<file path="src/verilog/adcsc_consts.svh">
// Register offsets, field positions, reset values and timing counts of the converter control
`ifndef ADCSC_CONSTS_SVH
`define ADCSC_CONSTS_SVH

// Wishbone byte addresses, one aligned word per register
`define ADCSC_ADDR_W 8
`define ADCSC_OFS_MODE 8'h00
`define ADCSC_OFS_CHAN 8'h04
`define ADCSC_OFS_RESULT 8'h08
`define ADCSC_OFS_RESULT_HIGH 8'h0c
`define ADCSC_OFS_STATUS 8'h10

// Field positions
`define ADCSC_MODE_START_BIT 7
`define ADCSC_MODE_COMP_EN_BIT 0
`define ADCSC_STAT_DONE_BIT 0
`define ADCSC_STAT_WAIT_BIT 1
`define ADCSC_STAT_SUSPECT_BIT 2
`define ADCSC_STAT_BUSY_BIT 3

// Reset values
`define ADCSC_MODE_RESET 8'h00
`define ADCSC_CHAN_RESET 2'h0
`define ADCSC_RESULT_RESET 10'h000

// Timing: comparator settle time before a clean first result
`define ADCSC_CLK_HZ 10000000
`define ADCSC_COMP_SETTLE_NS 1000
`define ADCSC_COMP_SETTLE_CYC ((`ADCSC_COMP_SETTLE_NS * (`ADCSC_CLK_HZ / 1000000) + 999) / 1000)
`define ADCSC_SAMPLE_CYC 8
`define ADCSC_BIT_CYC 4

`endif

</file>
<file path="src/verilog/adcsc_pkg.sv">
// Types shared by the converter control modules
package adcsc_pkg;

    // Engine states, Gray coded along idle, sample, convert
    typedef enum logic [1:0] {
        ADCSC_IDLE = 2'b00,
        ADCSC_SAMPLE = 2'b01,
        ADCSC_CONVERT = 2'b11
    } adcsc_state_e;

endpackage : adcsc_pkg

</file>
<file path="src/verilog/adcsc_conv_if.sv">
// Interface between the register side and the successive-approximation engine
`timescale 1ns/1ns
interface adcsc_conv_if #(
    parameter int RES_W = 10,
    parameter int CH_W = 2
);
    logic run;
    logic abort;
    logic [CH_W-1:0] channel;
    logic busy;
    logic done;
    logic [RES_W-1:0] result;

    modport ctrl (output run, output abort, output channel, input busy, input done, input result);
    modport eng (input run, input abort, input channel, output busy, output done, output result);
endinterface : adcsc_conv_if

</file>
<file path="src/verilog/adcsc_sar_engine.sv">
// Successive-approximation engine: sampling, bit trials and comparator synchroniser
`timescale 1ns/1ns
`include "adcsc_consts.svh"
module adcsc_sar_engine
    import adcsc_pkg::*;
#(
    parameter int RES_W = 10,
    parameter int CH_W = 2,
    parameter int SAMPLE_CYC = `ADCSC_SAMPLE_CYC,
    parameter int BIT_CYC = `ADCSC_BIT_CYC
) (
    // Clock and reset
    input wire logic clk_i,
    input wire logic rst_i,
    // Control side
    adcsc_conv_if.eng conv,
    // Analog front end
    input wire logic comp_i,
    output logic sample_o,
    output logic [RES_W-1:0] dac_code_o,
    output logic [CH_W-1:0] mux_sel_o
);
    localparam int CNT_W = $clog2((SAMPLE_CYC > BIT_CYC ? SAMPLE_CYC : BIT_CYC) + 1);
    localparam int IDX_W = $clog2(RES_W);

    // The comparator needs three clocks to arrive plus one to agree
    generate
        if (BIT_CYC < 4 || SAMPLE_CYC < 1 || RES_W < 2) begin : g_bad_param
            $error("adcsc_sar_engine: BIT_CYC must be >= 4, SAMPLE_CYC >= 1, RES_W >= 2");
        end
    endgenerate

    adcsc_state_e state_reg, state_next;
    logic [CNT_W-1:0] cnt_reg, cnt_next;
    logic [IDX_W-1:0] idx_reg, idx_next;
    logic [RES_W-1:0] code_reg, code_next;
    logic [RES_W-1:0] result_reg, result_next;
    logic done_reg, done_next;
    logic sample_reg, sample_next;
    logic [CH_W-1:0] mux_reg, mux_next;
    logic comp_s1_reg, comp_s2_reg, comp_s3_reg, comp_lvl_reg, comp_lvl_next;
    logic tick;

    ////////////////////////////////////////////////////////////////////////////
    // Divider enable: one pulse at the end of each sample or bit step
    assign tick = (cnt_reg == '0);

    // Comparator level only moves once the two late stages agree
    always_comb begin
        comp_lvl_next = (comp_s2_reg == comp_s3_reg) ? comp_s3_reg : comp_lvl_reg;
    end

    // Next-state logic of the engine
    always_comb begin
        state_next = state_reg;
        cnt_next = (cnt_reg != '0) ? cnt_reg - 1'b1 : cnt_reg;
        idx_next = idx_reg;
        code_next = code_reg;
        result_next = result_reg;
        done_next = 1'b0;
        sample_next = sample_reg;
        mux_next = mux_reg;
        if (conv.abort) begin
            // Aborted conversions never report a result
            state_next = ADCSC_IDLE;
            sample_next = 1'b0;
        end else begin
            case (state_reg)
                ADCSC_IDLE: begin
                    if (conv.run) begin
                        state_next = ADCSC_SAMPLE;
                        cnt_next = CNT_W'(SAMPLE_CYC - 1);
                        mux_next = conv.channel;
                        sample_next = 1'b1;
                    end
                end
                ADCSC_SAMPLE: begin
                    if (tick) begin
                        state_next = ADCSC_CONVERT;
                        cnt_next = CNT_W'(BIT_CYC - 1);
                        idx_next = IDX_W'(RES_W - 1);
                        code_next = '0;
                        code_next[RES_W-1] = 1'b1;
                        sample_next = 1'b0;
                    end
                end
                ADCSC_CONVERT: begin
                    if (tick) begin
                        // Comparator low means the trial code overshoots
                        if (!comp_lvl_reg) begin
                            code_next[idx_reg] = 1'b0;
                        end
                        cnt_next = CNT_W'(BIT_CYC - 1);
                        if (idx_reg == '0) begin
                            state_next = ADCSC_IDLE;
                            result_next = code_next;
                            done_next = 1'b1;
                        end else begin
                            idx_next = idx_reg - 1'b1;
                            code_next[idx_reg - 1'b1] = 1'b1;
                        end
                    end
                end
                default: begin
                    state_next = ADCSC_IDLE;
                end
            endcase
        end
    end

    // Registers of the engine and the synchroniser
    always_ff @(posedge clk_i) begin
        if (rst_i) begin
            state_reg <= ADCSC_IDLE;
            cnt_reg <= '0;
            idx_reg <= '0;
            code_reg <= '0;
            result_reg <= '0;
            done_reg <= 1'b0;
            sample_reg <= 1'b0;
            mux_reg <= '0;
            comp_s1_reg <= 1'b0;
            comp_s2_reg <= 1'b0;
            comp_s3_reg <= 1'b0;
            comp_lvl_reg <= 1'b0;
        end else begin
            state_reg <= state_next;
            cnt_reg <= cnt_next;
            idx_reg <= idx_next;
            code_reg <= code_next;
            result_reg <= result_next;
            done_reg <= done_next;
            sample_reg <= sample_next;
            mux_reg <= mux_next;
            comp_s1_reg <= comp_i;
            comp_s2_reg <= comp_s1_reg;
            comp_s3_reg <= comp_s2_reg;
            comp_lvl_reg <= comp_lvl_next;
        end
    end

    assign conv.busy = (state_reg != ADCSC_IDLE);
    assign conv.done = done_reg;
    assign conv.result = result_reg;
    assign sample_o = sample_reg;
    assign dac_code_o = code_reg;
    assign mux_sel_o = mux_reg;
endmodule : adcsc_sar_engine

</file>
<file path="src/verilog/adcsc_top.sv">
// Converter control: Wishbone registers, result deposit, done flag and conversion-end request
//
// Decided for this implementation: register access over Wishbone and the address map.
`timescale 1ns/1ns
`include "adcsc_consts.svh"
// Contract
// - Channel write never clears the done flag
// - Old-channel result may land near channel rewrite
// - Start before comparator settled marks first result
// - Mode or channel write may spoil results
// - Comparator-only waiting state when enabled, not started
// - Result read defers new result deposit
// - Mode/channel write drops colliding result and request
module adcsc_top
    import adcsc_pkg::*;
#(
    parameter int RES_W = 10,
    parameter int CH_W = 2,
    parameter int SAMPLE_CYC = `ADCSC_SAMPLE_CYC,
    parameter int BIT_CYC = `ADCSC_BIT_CYC
) (
    // Clock and reset
    input wire logic clk_i,
    input wire logic rst_i,
    // Wishbone classic slave
    input wire logic wb_cyc_i,
    input wire logic wb_stb_i,
    input wire logic wb_we_i,
    input wire logic [`ADCSC_ADDR_W-1:0] wb_adr_i,
    input wire logic [3:0] wb_sel_i,
    input wire logic [31:0] wb_dat_i,
    output logic [31:0] wb_dat_o,
    output logic wb_ack_o,
    // Analog front end
    input wire logic comp_i,
    output logic comparator_power_o,
    output logic sample_o,
    output logic [RES_W-1:0] dac_code_o,
    output logic [CH_W-1:0] mux_sel_o,
    // Conversion-end request
    output logic conversion_end_irq_o
);
    localparam int SETTLE_CYC = `ADCSC_COMP_SETTLE_CYC;
    localparam int SET_W = $clog2(SETTLE_CYC + 1);

    // Result high register shows the top eight bits, so at least eight are needed
    generate
        if (RES_W < 8 || RES_W > 16 || CH_W < 1 || CH_W > 8) begin : g_bad_param
            $error("adcsc_top: RES_W must be 8..16 and CH_W 1..8");
        end
    endgenerate

    adcsc_conv_if #(.RES_W(RES_W), .CH_W(CH_W)) conv ();

    logic ack_reg, ack_next;
    logic [31:0] rdata_reg, rdata_next;
    logic [7:0] converter_mode_reg, converter_mode_next;
    logic [CH_W-1:0] channel_select_reg, channel_select_next;
    logic [RES_W-1:0] conversion_result_reg, conversion_result_next;
    logic [RES_W-1:0] pend_data_reg, pend_data_next;
    logic pend_valid_reg, pend_valid_next;
    logic conversion_done_flag_reg, conversion_done_flag_next;
    logic irq_reg, irq_next;
    logic [SET_W-1:0] settle_reg, settle_next;
    logic suspect_arm_reg, suspect_arm_next;
    logic suspect_reg, suspect_next;
    logic req, access, wr_mode, wr_chan, wr_stat, rd_result, deposit, start_rise, settled;
    logic conversion_start_bit, comparator_enable_bit, new_start;
    logic [RES_W-1:0] deposit_data;

    ////////////////////////////////////////////////////////////////////////////
    // Bus decode: writes take effect at the edge where ack is high
    assign req = wb_cyc_i && wb_stb_i;
    assign access = req && ack_reg;
    assign wr_mode = access && wb_we_i && wb_sel_i[0] && (wb_adr_i == `ADCSC_OFS_MODE);
    assign wr_chan = access && wb_we_i && wb_sel_i[0] && (wb_adr_i == `ADCSC_OFS_CHAN);
    assign wr_stat = access && wb_we_i && wb_sel_i[0] && (wb_adr_i == `ADCSC_OFS_STATUS);
    // A result read is in flight from request until its ack edge
    assign rd_result = req && !wb_we_i &&
        ((wb_adr_i == `ADCSC_OFS_RESULT) || (wb_adr_i == `ADCSC_OFS_RESULT_HIGH));

    assign conversion_start_bit = converter_mode_reg[`ADCSC_MODE_START_BIT];
    assign comparator_enable_bit = converter_mode_reg[`ADCSC_MODE_COMP_EN_BIT];
    assign new_start = wb_dat_i[`ADCSC_MODE_START_BIT];
    assign start_rise = wr_mode && new_start && !conversion_start_bit;
    assign settled = (settle_reg == SET_W'(SETTLE_CYC));

    // Ack one cycle after the request, dropped the cycle after it was given
    always_comb begin
        ack_next = req && !ack_reg;
        rdata_next = rdata_reg;
        if (req && !ack_reg) begin
            rdata_next = 32'h0000_0000;
            if (wb_adr_i == `ADCSC_OFS_MODE) begin
                rdata_next[7:0] = converter_mode_reg;
            end else if (wb_adr_i == `ADCSC_OFS_CHAN) begin
                rdata_next[CH_W-1:0] = channel_select_reg;
            end else if (wb_adr_i == `ADCSC_OFS_RESULT) begin
                rdata_next[RES_W-1:0] = conversion_result_reg;
            end else if (wb_adr_i == `ADCSC_OFS_RESULT_HIGH) begin
                rdata_next[7:0] = conversion_result_reg[RES_W-1:RES_W-8];
            end else if (wb_adr_i == `ADCSC_OFS_STATUS) begin
                rdata_next[`ADCSC_STAT_DONE_BIT] = conversion_done_flag_reg;
                rdata_next[`ADCSC_STAT_WAIT_BIT] = comparator_enable_bit && !conversion_start_bit;
                rdata_next[`ADCSC_STAT_SUSPECT_BIT] = suspect_reg;
                rdata_next[`ADCSC_STAT_BUSY_BIT] = conv.busy;
            end
        end
    end

    ////////////////////////////////////////////////////////////////////////////
    // Control registers; a mode or channel write aborts the engine, which restarts while the start bit is set
    always_comb begin
        converter_mode_next = converter_mode_reg;
        channel_select_next = channel_select_reg;
        if (wr_mode) begin
            converter_mode_next = wb_dat_i[7:0];
        end
        if (wr_chan) begin
            channel_select_next = wb_dat_i[CH_W-1:0];
        end
    end

    assign conv.run = conversion_start_bit;
    assign conv.abort = wr_mode || wr_chan;
    assign conv.channel = channel_select_reg;
    // Comparator stays powered in the waiting state, so stop-mode current is not reached
    assign comparator_power_o = comparator_enable_bit;

    ////////////////////////////////////////////////////////////////////////////
    // Result deposit: a read in flight holds it back, a control write drops it
    always_comb begin
        pend_valid_next = pend_valid_reg;
        pend_data_next = pend_data_reg;
        deposit = 1'b0;
        deposit_data = pend_data_reg;
        if (wr_mode || wr_chan) begin
            pend_valid_next = 1'b0;
        end else if (conv.done && rd_result) begin
            pend_valid_next = 1'b1;
            pend_data_next = conv.result;
        end else if (conv.done) begin
            deposit = 1'b1;
            deposit_data = conv.result;
            // A fresh result supersedes any deferred one, so a stale one can never land after it
            pend_valid_next = 1'b0;
        end else if (pend_valid_reg && !rd_result) begin
            deposit = 1'b1;
            pend_valid_next = 1'b0;
        end
    end

    // Result and request only change on a deposit; control writes leave the result as is
    always_comb begin
        conversion_result_next = deposit ? deposit_data : conversion_result_reg;
        irq_next = deposit;
    end

    // Done flag: set wins over a software clear, a channel write never touches it
    always_comb begin
        conversion_done_flag_next = conversion_done_flag_reg;
        if (wr_stat && wb_dat_i[`ADCSC_STAT_DONE_BIT]) begin
            conversion_done_flag_next = 1'b0;
        end
        if (deposit) begin
            conversion_done_flag_next = 1'b1;
        end
    end

    ////////////////////////////////////////////////////////////////////////////
    // Comparator settle tracking and marking of a suspect first result
    always_comb begin
        settle_next = settle_reg;
        suspect_arm_next = suspect_arm_reg;
        suspect_next = suspect_reg;
        if (!comparator_enable_bit) begin
            settle_next = '0;
        end else if (!settled) begin
            settle_next = settle_reg + 1'b1;
        end
        if (deposit) begin
            suspect_next = suspect_arm_reg;
            suspect_arm_next = 1'b0;
        end
        if (start_rise) begin
            // Enable still low or set too recently: first result is out of rating
            suspect_arm_next = !settled;
        end
    end

    // Registers of the control block
    always_ff @(posedge clk_i) begin
        if (rst_i) begin
            ack_reg <= 1'b0;
            rdata_reg <= 32'h0000_0000;
            converter_mode_reg <= `ADCSC_MODE_RESET;
            channel_select_reg <= CH_W'(`ADCSC_CHAN_RESET);
            conversion_result_reg <= RES_W'(`ADCSC_RESULT_RESET);
            pend_data_reg <= '0;
            pend_valid_reg <= 1'b0;
            conversion_done_flag_reg <= 1'b0;
            irq_reg <= 1'b0;
            settle_reg <= '0;
            suspect_arm_reg <= 1'b0;
            suspect_reg <= 1'b0;
        end else begin
            ack_reg <= ack_next;
            rdata_reg <= rdata_next;
            converter_mode_reg <= converter_mode_next;
            channel_select_reg <= channel_select_next;
            conversion_result_reg <= conversion_result_next;
            pend_data_reg <= pend_data_next;
            pend_valid_reg <= pend_valid_next;
            conversion_done_flag_reg <= conversion_done_flag_next;
            irq_reg <= irq_next;
            settle_reg <= settle_next;
            suspect_arm_reg <= suspect_arm_next;
            suspect_reg <= suspect_next;
        end
    end

    assign wb_ack_o = ack_reg;
    assign wb_dat_o = rdata_reg;
    assign conversion_end_irq_o = irq_reg;

    ////////////////////////////////////////////////////////////////////////////
    // Engine
    adcsc_sar_engine #(
        .RES_W(RES_W),
        .CH_W(CH_W),
        .SAMPLE_CYC(SAMPLE_CYC),
        .BIT_CYC(BIT_CYC)
    ) u_engine (
        .clk_i(clk_i),
        .rst_i(rst_i),
        .conv(conv.eng),
        .comp_i(comp_i),
        .sample_o(sample_o),
        .dac_code_o(dac_code_o),
        .mux_sel_o(mux_sel_o)
    );
endmodule : adcsc_top

</file>
<file path="config.mk">
export PLATFORM = sky130hd
export DESIGN_NAME = adcsc_top
export DESIGN_NICKNAME = d
export VERILOG_FILES = /design/src/verilog/adcsc_pkg.sv /design/src/verilog/adcsc_conv_if.sv /design/src/verilog/adcsc_sar_engine.sv /design/src/verilog/adcsc_top.sv
export VERILOG_INCLUDE_DIRS = /design/src /design/src/verilog
export SDC_FILE = /design/constraint.sdc
export NUM_CORES = 1
export LEC_CHECK = 0
export ABC_CLOCK_PERIOD_IN_PS = 1850
export BUFFER_PORTS_ARGS = -buffer_cell sky130_fd_sc_hd__buf_2
export CORE_MARGIN = 4
export CORE_UTILIZATION = 49
export CTS_BUF_LIST = sky130_fd_sc_hd__clkbuf_16
export DETAILED_ROUTE_END_ITERATION = 7
export HOLD_SLACK_MARGIN = 0.06
export MAX_ROUTING_LAYER = met4
export PLACE_DENSITY = 0.86
export SYNTH_ARGS = -nofsm -noshare
export SYNTH_HDL_FRONTEND = slang
export SYNTH_SLANG_ARGS = --single-unit
</file>
<file path="constraint.sdc">
create_clock -name clk_i -period 1.85 [get_ports clk_i]
set_input_delay 0.37 -clock clk_i [delete_from_list [all_inputs] [get_ports clk_i]]
set_output_delay 0.37 -clock clk_i [all_outputs]
set_load 0.02 [all_outputs]
</file>
==> results.txt, run 1 <==
Mux contribution to synthesized area - 4.52%
FF+latch area - 0.00177 sq mm
CP required - 2.11 ns
Commonest cells after routing, fill and taps aside - dfxtp_1 (86), a21oi_1 (53), buf_2 (48), buf_4 (44), nor2_1 (33)
Worst VDD drop - 0.428 mV
Global-route wire length before repair - 17600 um
Compound-gate portion of the synthesized area - 22.4%
Seq cells post-synth - 88
Post-DP HPWL - 7970 um
Total vias in the final route - 4120
Crit path max-delay cell type - or4_4
GRT Resource Usage Total - 21.3%
Post-Synth XOR/XNOR Area - 0.594%
RD Place Congestion - 0.911
Clock Sinks - 88
Root Driver - clkbuf_16
Remaining global-route overflow - 0
Relative slew margins - 65.9%
Top delay family on crit path - simple AND/OR/NAND/NOR gates
Crit path cell chain - inv_2 -> ha_2 -> or4_4 -> and2_4 -> a311o_1 -> a211oi_1
# port buffers - 48
Starting utilization of the core area - 50.5%
CP Class - reg -> reg
Placed cells - 677
Area Growth Syn to Fin - 18.4%
Synth area leader - dfxtp_1
Synth warn - 0
Vias in the first global route - 3856
Htree depth - 3
Die width - 103 um
Mapped cell area - 0.00443 sq mm
Slew @ Worst Pin - 0.506 ns
Number of enable flip-flop cells after synthesis - 0
Clock Pin Slew Worst Setup and Hold Paths - 0.06 ns
Fillers - 741
Commonest non-fill, non-tap cell in the layout - dfxtp_1
CP endpoint kind - flop
Worst skew pair latency - 0.34 ns
Pins Over Slew Limit - 0
Yosys cell types - 69
Max incr delay on CP - 0.43 ns
CTS max path bufs - 2
Period minus WS final - 1.77 ns
GRT Max-Usage Layer - met2
Status - complete, no violations
Crit. path cell count - 6
Router iterations before antenna repair - 5
Cells after Synth - 517
CTS tree - yes
Yosys top cell area share - 39.8%
Hold path depth - 2
DIE HEIGHT - 103 um
FF-to-FF path depth - 6
PD cells - 816 mW/mm^2
Syn avg cell area - 8.56 sq um
Finished Layout Cells - 695
Seq/Total Area, Yosys - 39.8%
Synth top area cells - dfxtp_1 (40%), a21oi_1 (6.0%), mux2i_1 (4.5%)
Inserted Diodes - 0
TritonCTS Buffers - 9
Die area - 0.0106 sq mm
Max_cap viols - 0
Crit path arrival time - 2.03 ns
DRT iter0 DRCs - 189
ANT nets after route - 0
Post-Place Worst Slack - -0.128 ns
Setup violators final - 0
Rows - 34
Simple-gate share of the synthesized area - 20.4%
GR Layer Usage met1 - 24.9%
Post-route DRC violation count - 0
Class of the worst hold path - in -> reg
Final setup margin - 0.0763 ns
GR Util met2 - 36.2%
Number of I/O pins - 98
Combinational family with the most area after synthesis - compound AO/OA/AOI/OAI gates
Setup Skew - 0.00512 ns
Post-synth ARST share - 0%
Final #Nets - 640
Core area - 0.00876 sq mm
Critical Path Source Type - flop
Achievable Freq - 564 MHz
Wire per inst - 15.7 um
GR Layer Usage met3 - 4.19%
DRT Wirelength - 10900 um
Largest net degree at the start of global routing - 44
Multi-input logic area - 0.00233 sq mm
Critical path buffers and inverters - 1
Leakage power - 2.16 nW
Final count of hold timing violations - 0
Dominant synthesized flop cell - dfxtp_1
Vias per std cell - 5.93
Worst-path fanout max - 5
Fin crit share - 95.9%
Synth Area in Adders - 2.26%
Layout cell share with drive strength beyond 1 - 24.0%
Initial antenna violation count - 0
through the flow:
stage	power, mW	utilization (%)	instance area [sq um]	hold WS, ns	TNS, ns
floorplan	2.37	-	4520	0.414	0
global placement	2.45	56.0	4910	0.418	-1.13
detailed placement	2.48	56.0	4910	0.433	-2.97
CTS	4.28	59.5	5210	0.232	0
global route	4.44	59.8	5240	0.273	-0.00487
finish	4.28	59.8	5240	0.236	0
per-layer routing:
| layer | share of wire (%) | vias to the layer above |
|---|---|---|
| li1 | - | 1965 |
| met1 | 43 | 1985 |
| met2 | 48 | 144 |
| met3 | 6.9 | 26 |
| met4 | 1.7 | 0 |
| met5 | 0 | - |
where the power goes:
part	switching, mW	total, mW	internal (mW)	leakage [nW]
Combinational	0.294	0.490	0.196	1.31
Clock	0.758	1.80	1.05	0.142
Sequential	0.0433	1.98	1.94	0.712
what timing repair did:
item	4_1_cts	5_1_grt
setup buffers	0	2
setup endpoints to repair	1	11
resized for setup	1	3
hold buffers	0	0
cells by family after synthesis:
group | after synthesis
AO/OA/AOI/OAI | 148
XOR/XNOR | 3
adder cells (fa/ha/maj) | 8
buffers and inverters | 88
flip-flops | 88
multiplexers | 20
other | 1
AND/OR/NAND/NOR | 161
final cells by class:
class	instances	share of cell area (%)
Multi-Input combinational cell	362	44.5
Sequential cell	88	33.7
Timing Repair Buffer	94	11.6
Clock buffer	9	4.30
Tap cell	108	2.58
Inverter	27	1.93
Clock inverter	7	1.31
final timing paths:
kind,startpoint,to,slack (ns)
setup / recovery,u_engine.idx_reg[0],u_engine.dac_code_o[9],0.08
hold / removal,comp_i,u_engine.comp_s1_reg,0.24
setup reg to reg,u_engine.idx_reg[0],u_engine.dac_code_o[9],0.08
hold reg to reg,u_engine.comp_s1_reg,u_engine.comp_s2_reg,0.44
cell usage after synthesis, types with 4 or more instances:
cell type and instances:
ha_1 8, nand2b_1 5, o21ai_0 28, nor2b_1 7
dfxtp_1 88, mux2i_1 20, inv_1 27, nand4_1 11
a22oi_1 6, a31oi_1 4, nor2_1 33, and3_1 4
nand3_1 18, nand2_1 31, buf_2 12, a22o_1 4
clkbuf_1 25, buf_4 23, o221a_2 10, nor3b_1 14
a21oi_1 53, nor3_1 15
Power figures use the tool's default switching activity.
==> inputs of run 2 (changes only) <==
Settings changed: CORE_UTILIZATION 49 to 51, CTS_BUF_LIST sky130_fd_sc_hd__clkbuf_16 to sky130_fd_sc_hd__clkbuf_8, PLACE_DENSITY 0.86 to 0.89.
==> run 2 against run 1 <==
Against the previous run:
- critical path depth stayed put
- wire length is 1.8% lower
- sequential cell count stayed put
- clock skew is 0.0065 ns higher
- largest cell class unchanged
==> results.txt, run 2 (synthesized netlist as in run 1, its figures left out) <==
Router iterations before antenna repair - 5 (unchanged)
TritonCTS Buffers - 9 (unchanged)
FF+latch area - 0.00177 sq mm (+0.14%)
Max incr delay on CP - 0.44 ns (about the same)
CP required - 2.14 ns (+0.03 ns)
Wire per inst - 15.6 um (-0.90%)
Htree depth - 3 (unchanged)
Initial antenna violation count - 0 (unchanged)
Multi-input logic area - 0.00235 sq mm (+0.86%)
Clock Sinks - 88 (unchanged)
Class of the worst hold path - in -> reg
Crit. path cell count - 6 (unchanged)
RD Place Congestion - 0.909 (-0.20%)
GR Layer Usage met3 - 5.23% (+1.0 points)
Vias per std cell - 5.88 (-0.84%)
Vias in the first global route - 3739 (-3.0%)
Crit path cell chain - inv_2 -> ha_2 -> or4_4 -> and2_4 -> a311o_1 -> a211oi_2
Critical path buffers and inverters - 1 (unchanged)
Area Growth Syn to Fin - 15.8%
DRT iter0 DRCs - 204 (+7.9%)
Pins Over Slew Limit - 0 (unchanged)
Max_cap viols - 0 (unchanged)
Fillers - 712 (-3.9%)
Die width - 101 um (-1.8%)
Commonest cells after routing, fill and taps aside - dfxtp_1 (86), a21oi_1 (53), buf_2 (48), buf_4 (41), nor2_1 (32)
CTS tree - yes
Fin crit share - 96.1% (+0.22 points)
FF-to-FF path depth - 6 (unchanged)
Worst skew pair latency - 0.36 ns (+0.02 ns)
CP endpoint kind - flop
End-of-flow core utilization - 61.5% (+1.7 points)
PD cells - 724 mW/mm^2 (-11%)
CP Class - reg -> reg
Hold path depth - 2 (unchanged)
Leakage power - 2.09 nW (-3.3%)
Clock Pin Slew Worst Setup and Hold Paths - 0.09 ns (+0.03 ns)
Core area - 0.00834 sq mm (-4.8%)
Setup Skew - 0.0116 ns (+0.00646 ns)
Period minus WS final - 1.78 ns (+0.00412 ns)
Worst-path fanout max - 5 (unchanged)
Number of I/O pins - 98 (unchanged)
Global-route wire length before repair - 17500 um (-0.82%)
Top delay family on crit path - simple AND/OR/NAND/NOR gates
Status - complete, no violations
Post-route DRC violation count - 0 (unchanged)
Post-DP HPWL - 7830 um (-1.8%)
GRT Resource Usage Total - 21.6% (+0.35 points)
Hold_ws - 0.215 ns (-0.0209 ns)
Setup violators final - 0 (unchanged)
Largest net degree at the start of global routing - 62 (+41%)
Final #Nets - 637 (-0.47%)
Rows - 33 (-2.9%)
ANT nets after route - 0 (unchanged)
Die area - 0.0102 sq mm (-3.6%)
Crit path arrival time - 2.07 ns (+0.04 ns)
Inserted Diodes - 0 (unchanged)
CTS max path bufs - 2 (unchanged)
Starting utilization of the core area - 53.1% (+2.6 points)
Layout cell share with drive strength beyond 1 - 24.7% (+0.64 points)
Crit path max-delay cell type - or4_4
# port buffers - 48 (unchanged)
DRT Wirelength - 10700 um (-1.8%)
GRT Max-Usage Layer - met2
Worst VDD drop - 0.340 mV (-21%)
GR Layer Usage met1 - 27.5% (+2.6 points)
Remaining global-route overflow - 0 (unchanged)
Slew @ Worst Pin - 0.561 ns (+0.0544 ns)
Final count of hold timing violations - 0 (unchanged)
Achievable Freq - 562 MHz (-0.23%)
Commonest non-fill, non-tap cell in the layout - dfxtp_1
DIE HEIGHT - 101 um (-1.8%)
Relative slew margins - 62.2% (-3.7 points)
Critical Path Source Type - flop
GR Util met2 - 34.2% (-2.1 points)
Total vias in the final route - 4050 (-1.7%)
Total power - 3.71 mW (-13%)
Root Driver - clkbuf_8
## run 2: cell types whose count changed in the layout (fill, tap and decap cells not counted), sizes merged
| cell | before | now |
|---|---|---|
| clkbuf | 9 | 11 |
| buf | 94 | 91 |
| inv | 30 | 27 |
| clkinv | 2 | 4 |
| bufinv | 1 | 0 |
## run 2: timing repair
action,CTS,global route
setup buffers,1,3
hold buffers,0,0
pin swaps,0,1
setup endpoints to repair,5,22
gates resized for setup,1,9
## run 2: final cells by class
class	count	share of cell area (%)
tap	105	2.56
sequential	88	34.5
inverter	27	1.98
clock inverter	5	0.610
timing repair buffer	91	11.5
clock buffer	11	2.95
multi-input combinational	362	45.9
## run 2: where the power goes
part | internal, mW | total (mW) | switching, mW
clock | 0.557 | 1.22 | 0.665
sequential | 1.93 | 1.97 | 0.0402
combinational | 0.205 | 0.514 | 0.308
total | 2.70 | 3.71 | 1.01
## run 2: layer usage
metal  wire [um]  up-vias
li1            -     1944
met1        4650     1907
met2        5010      168
met3         802       31
met4         252        0
met5           0        -
## run 2: metrics by stage
stage	TNS (ns)	instances	instance area, sq um	setup WS [ns]
4_1_cts	0	686	5070	0.00144
2_1_floorplan	0	538	4520	0.0173
3_3_place_gp	-1.02	669	4870	-0.0764
5_1_grt	-0.00292	689	5130	-0.00292
6_report	0	689	5130	0.0721
3_5_place_dp	-2.38	669	4870	-0.146
## run 2: path summary, 6_finish.rpt
kind	endpoint	slack [ns]	start
worst max-delay path	u_engine.dac_code_o[9]	0.07	u_engine.idx_reg[1]
worst min-delay path	u_engine.comp_s1_reg	0.22	comp_i
worst max register to register	u_engine.dac_code_o[9]	0.07	u_engine.idx_reg[1]
worst min register to register	u_engine.comp_s2_reg	0.44	u_engine.comp_s1_reg
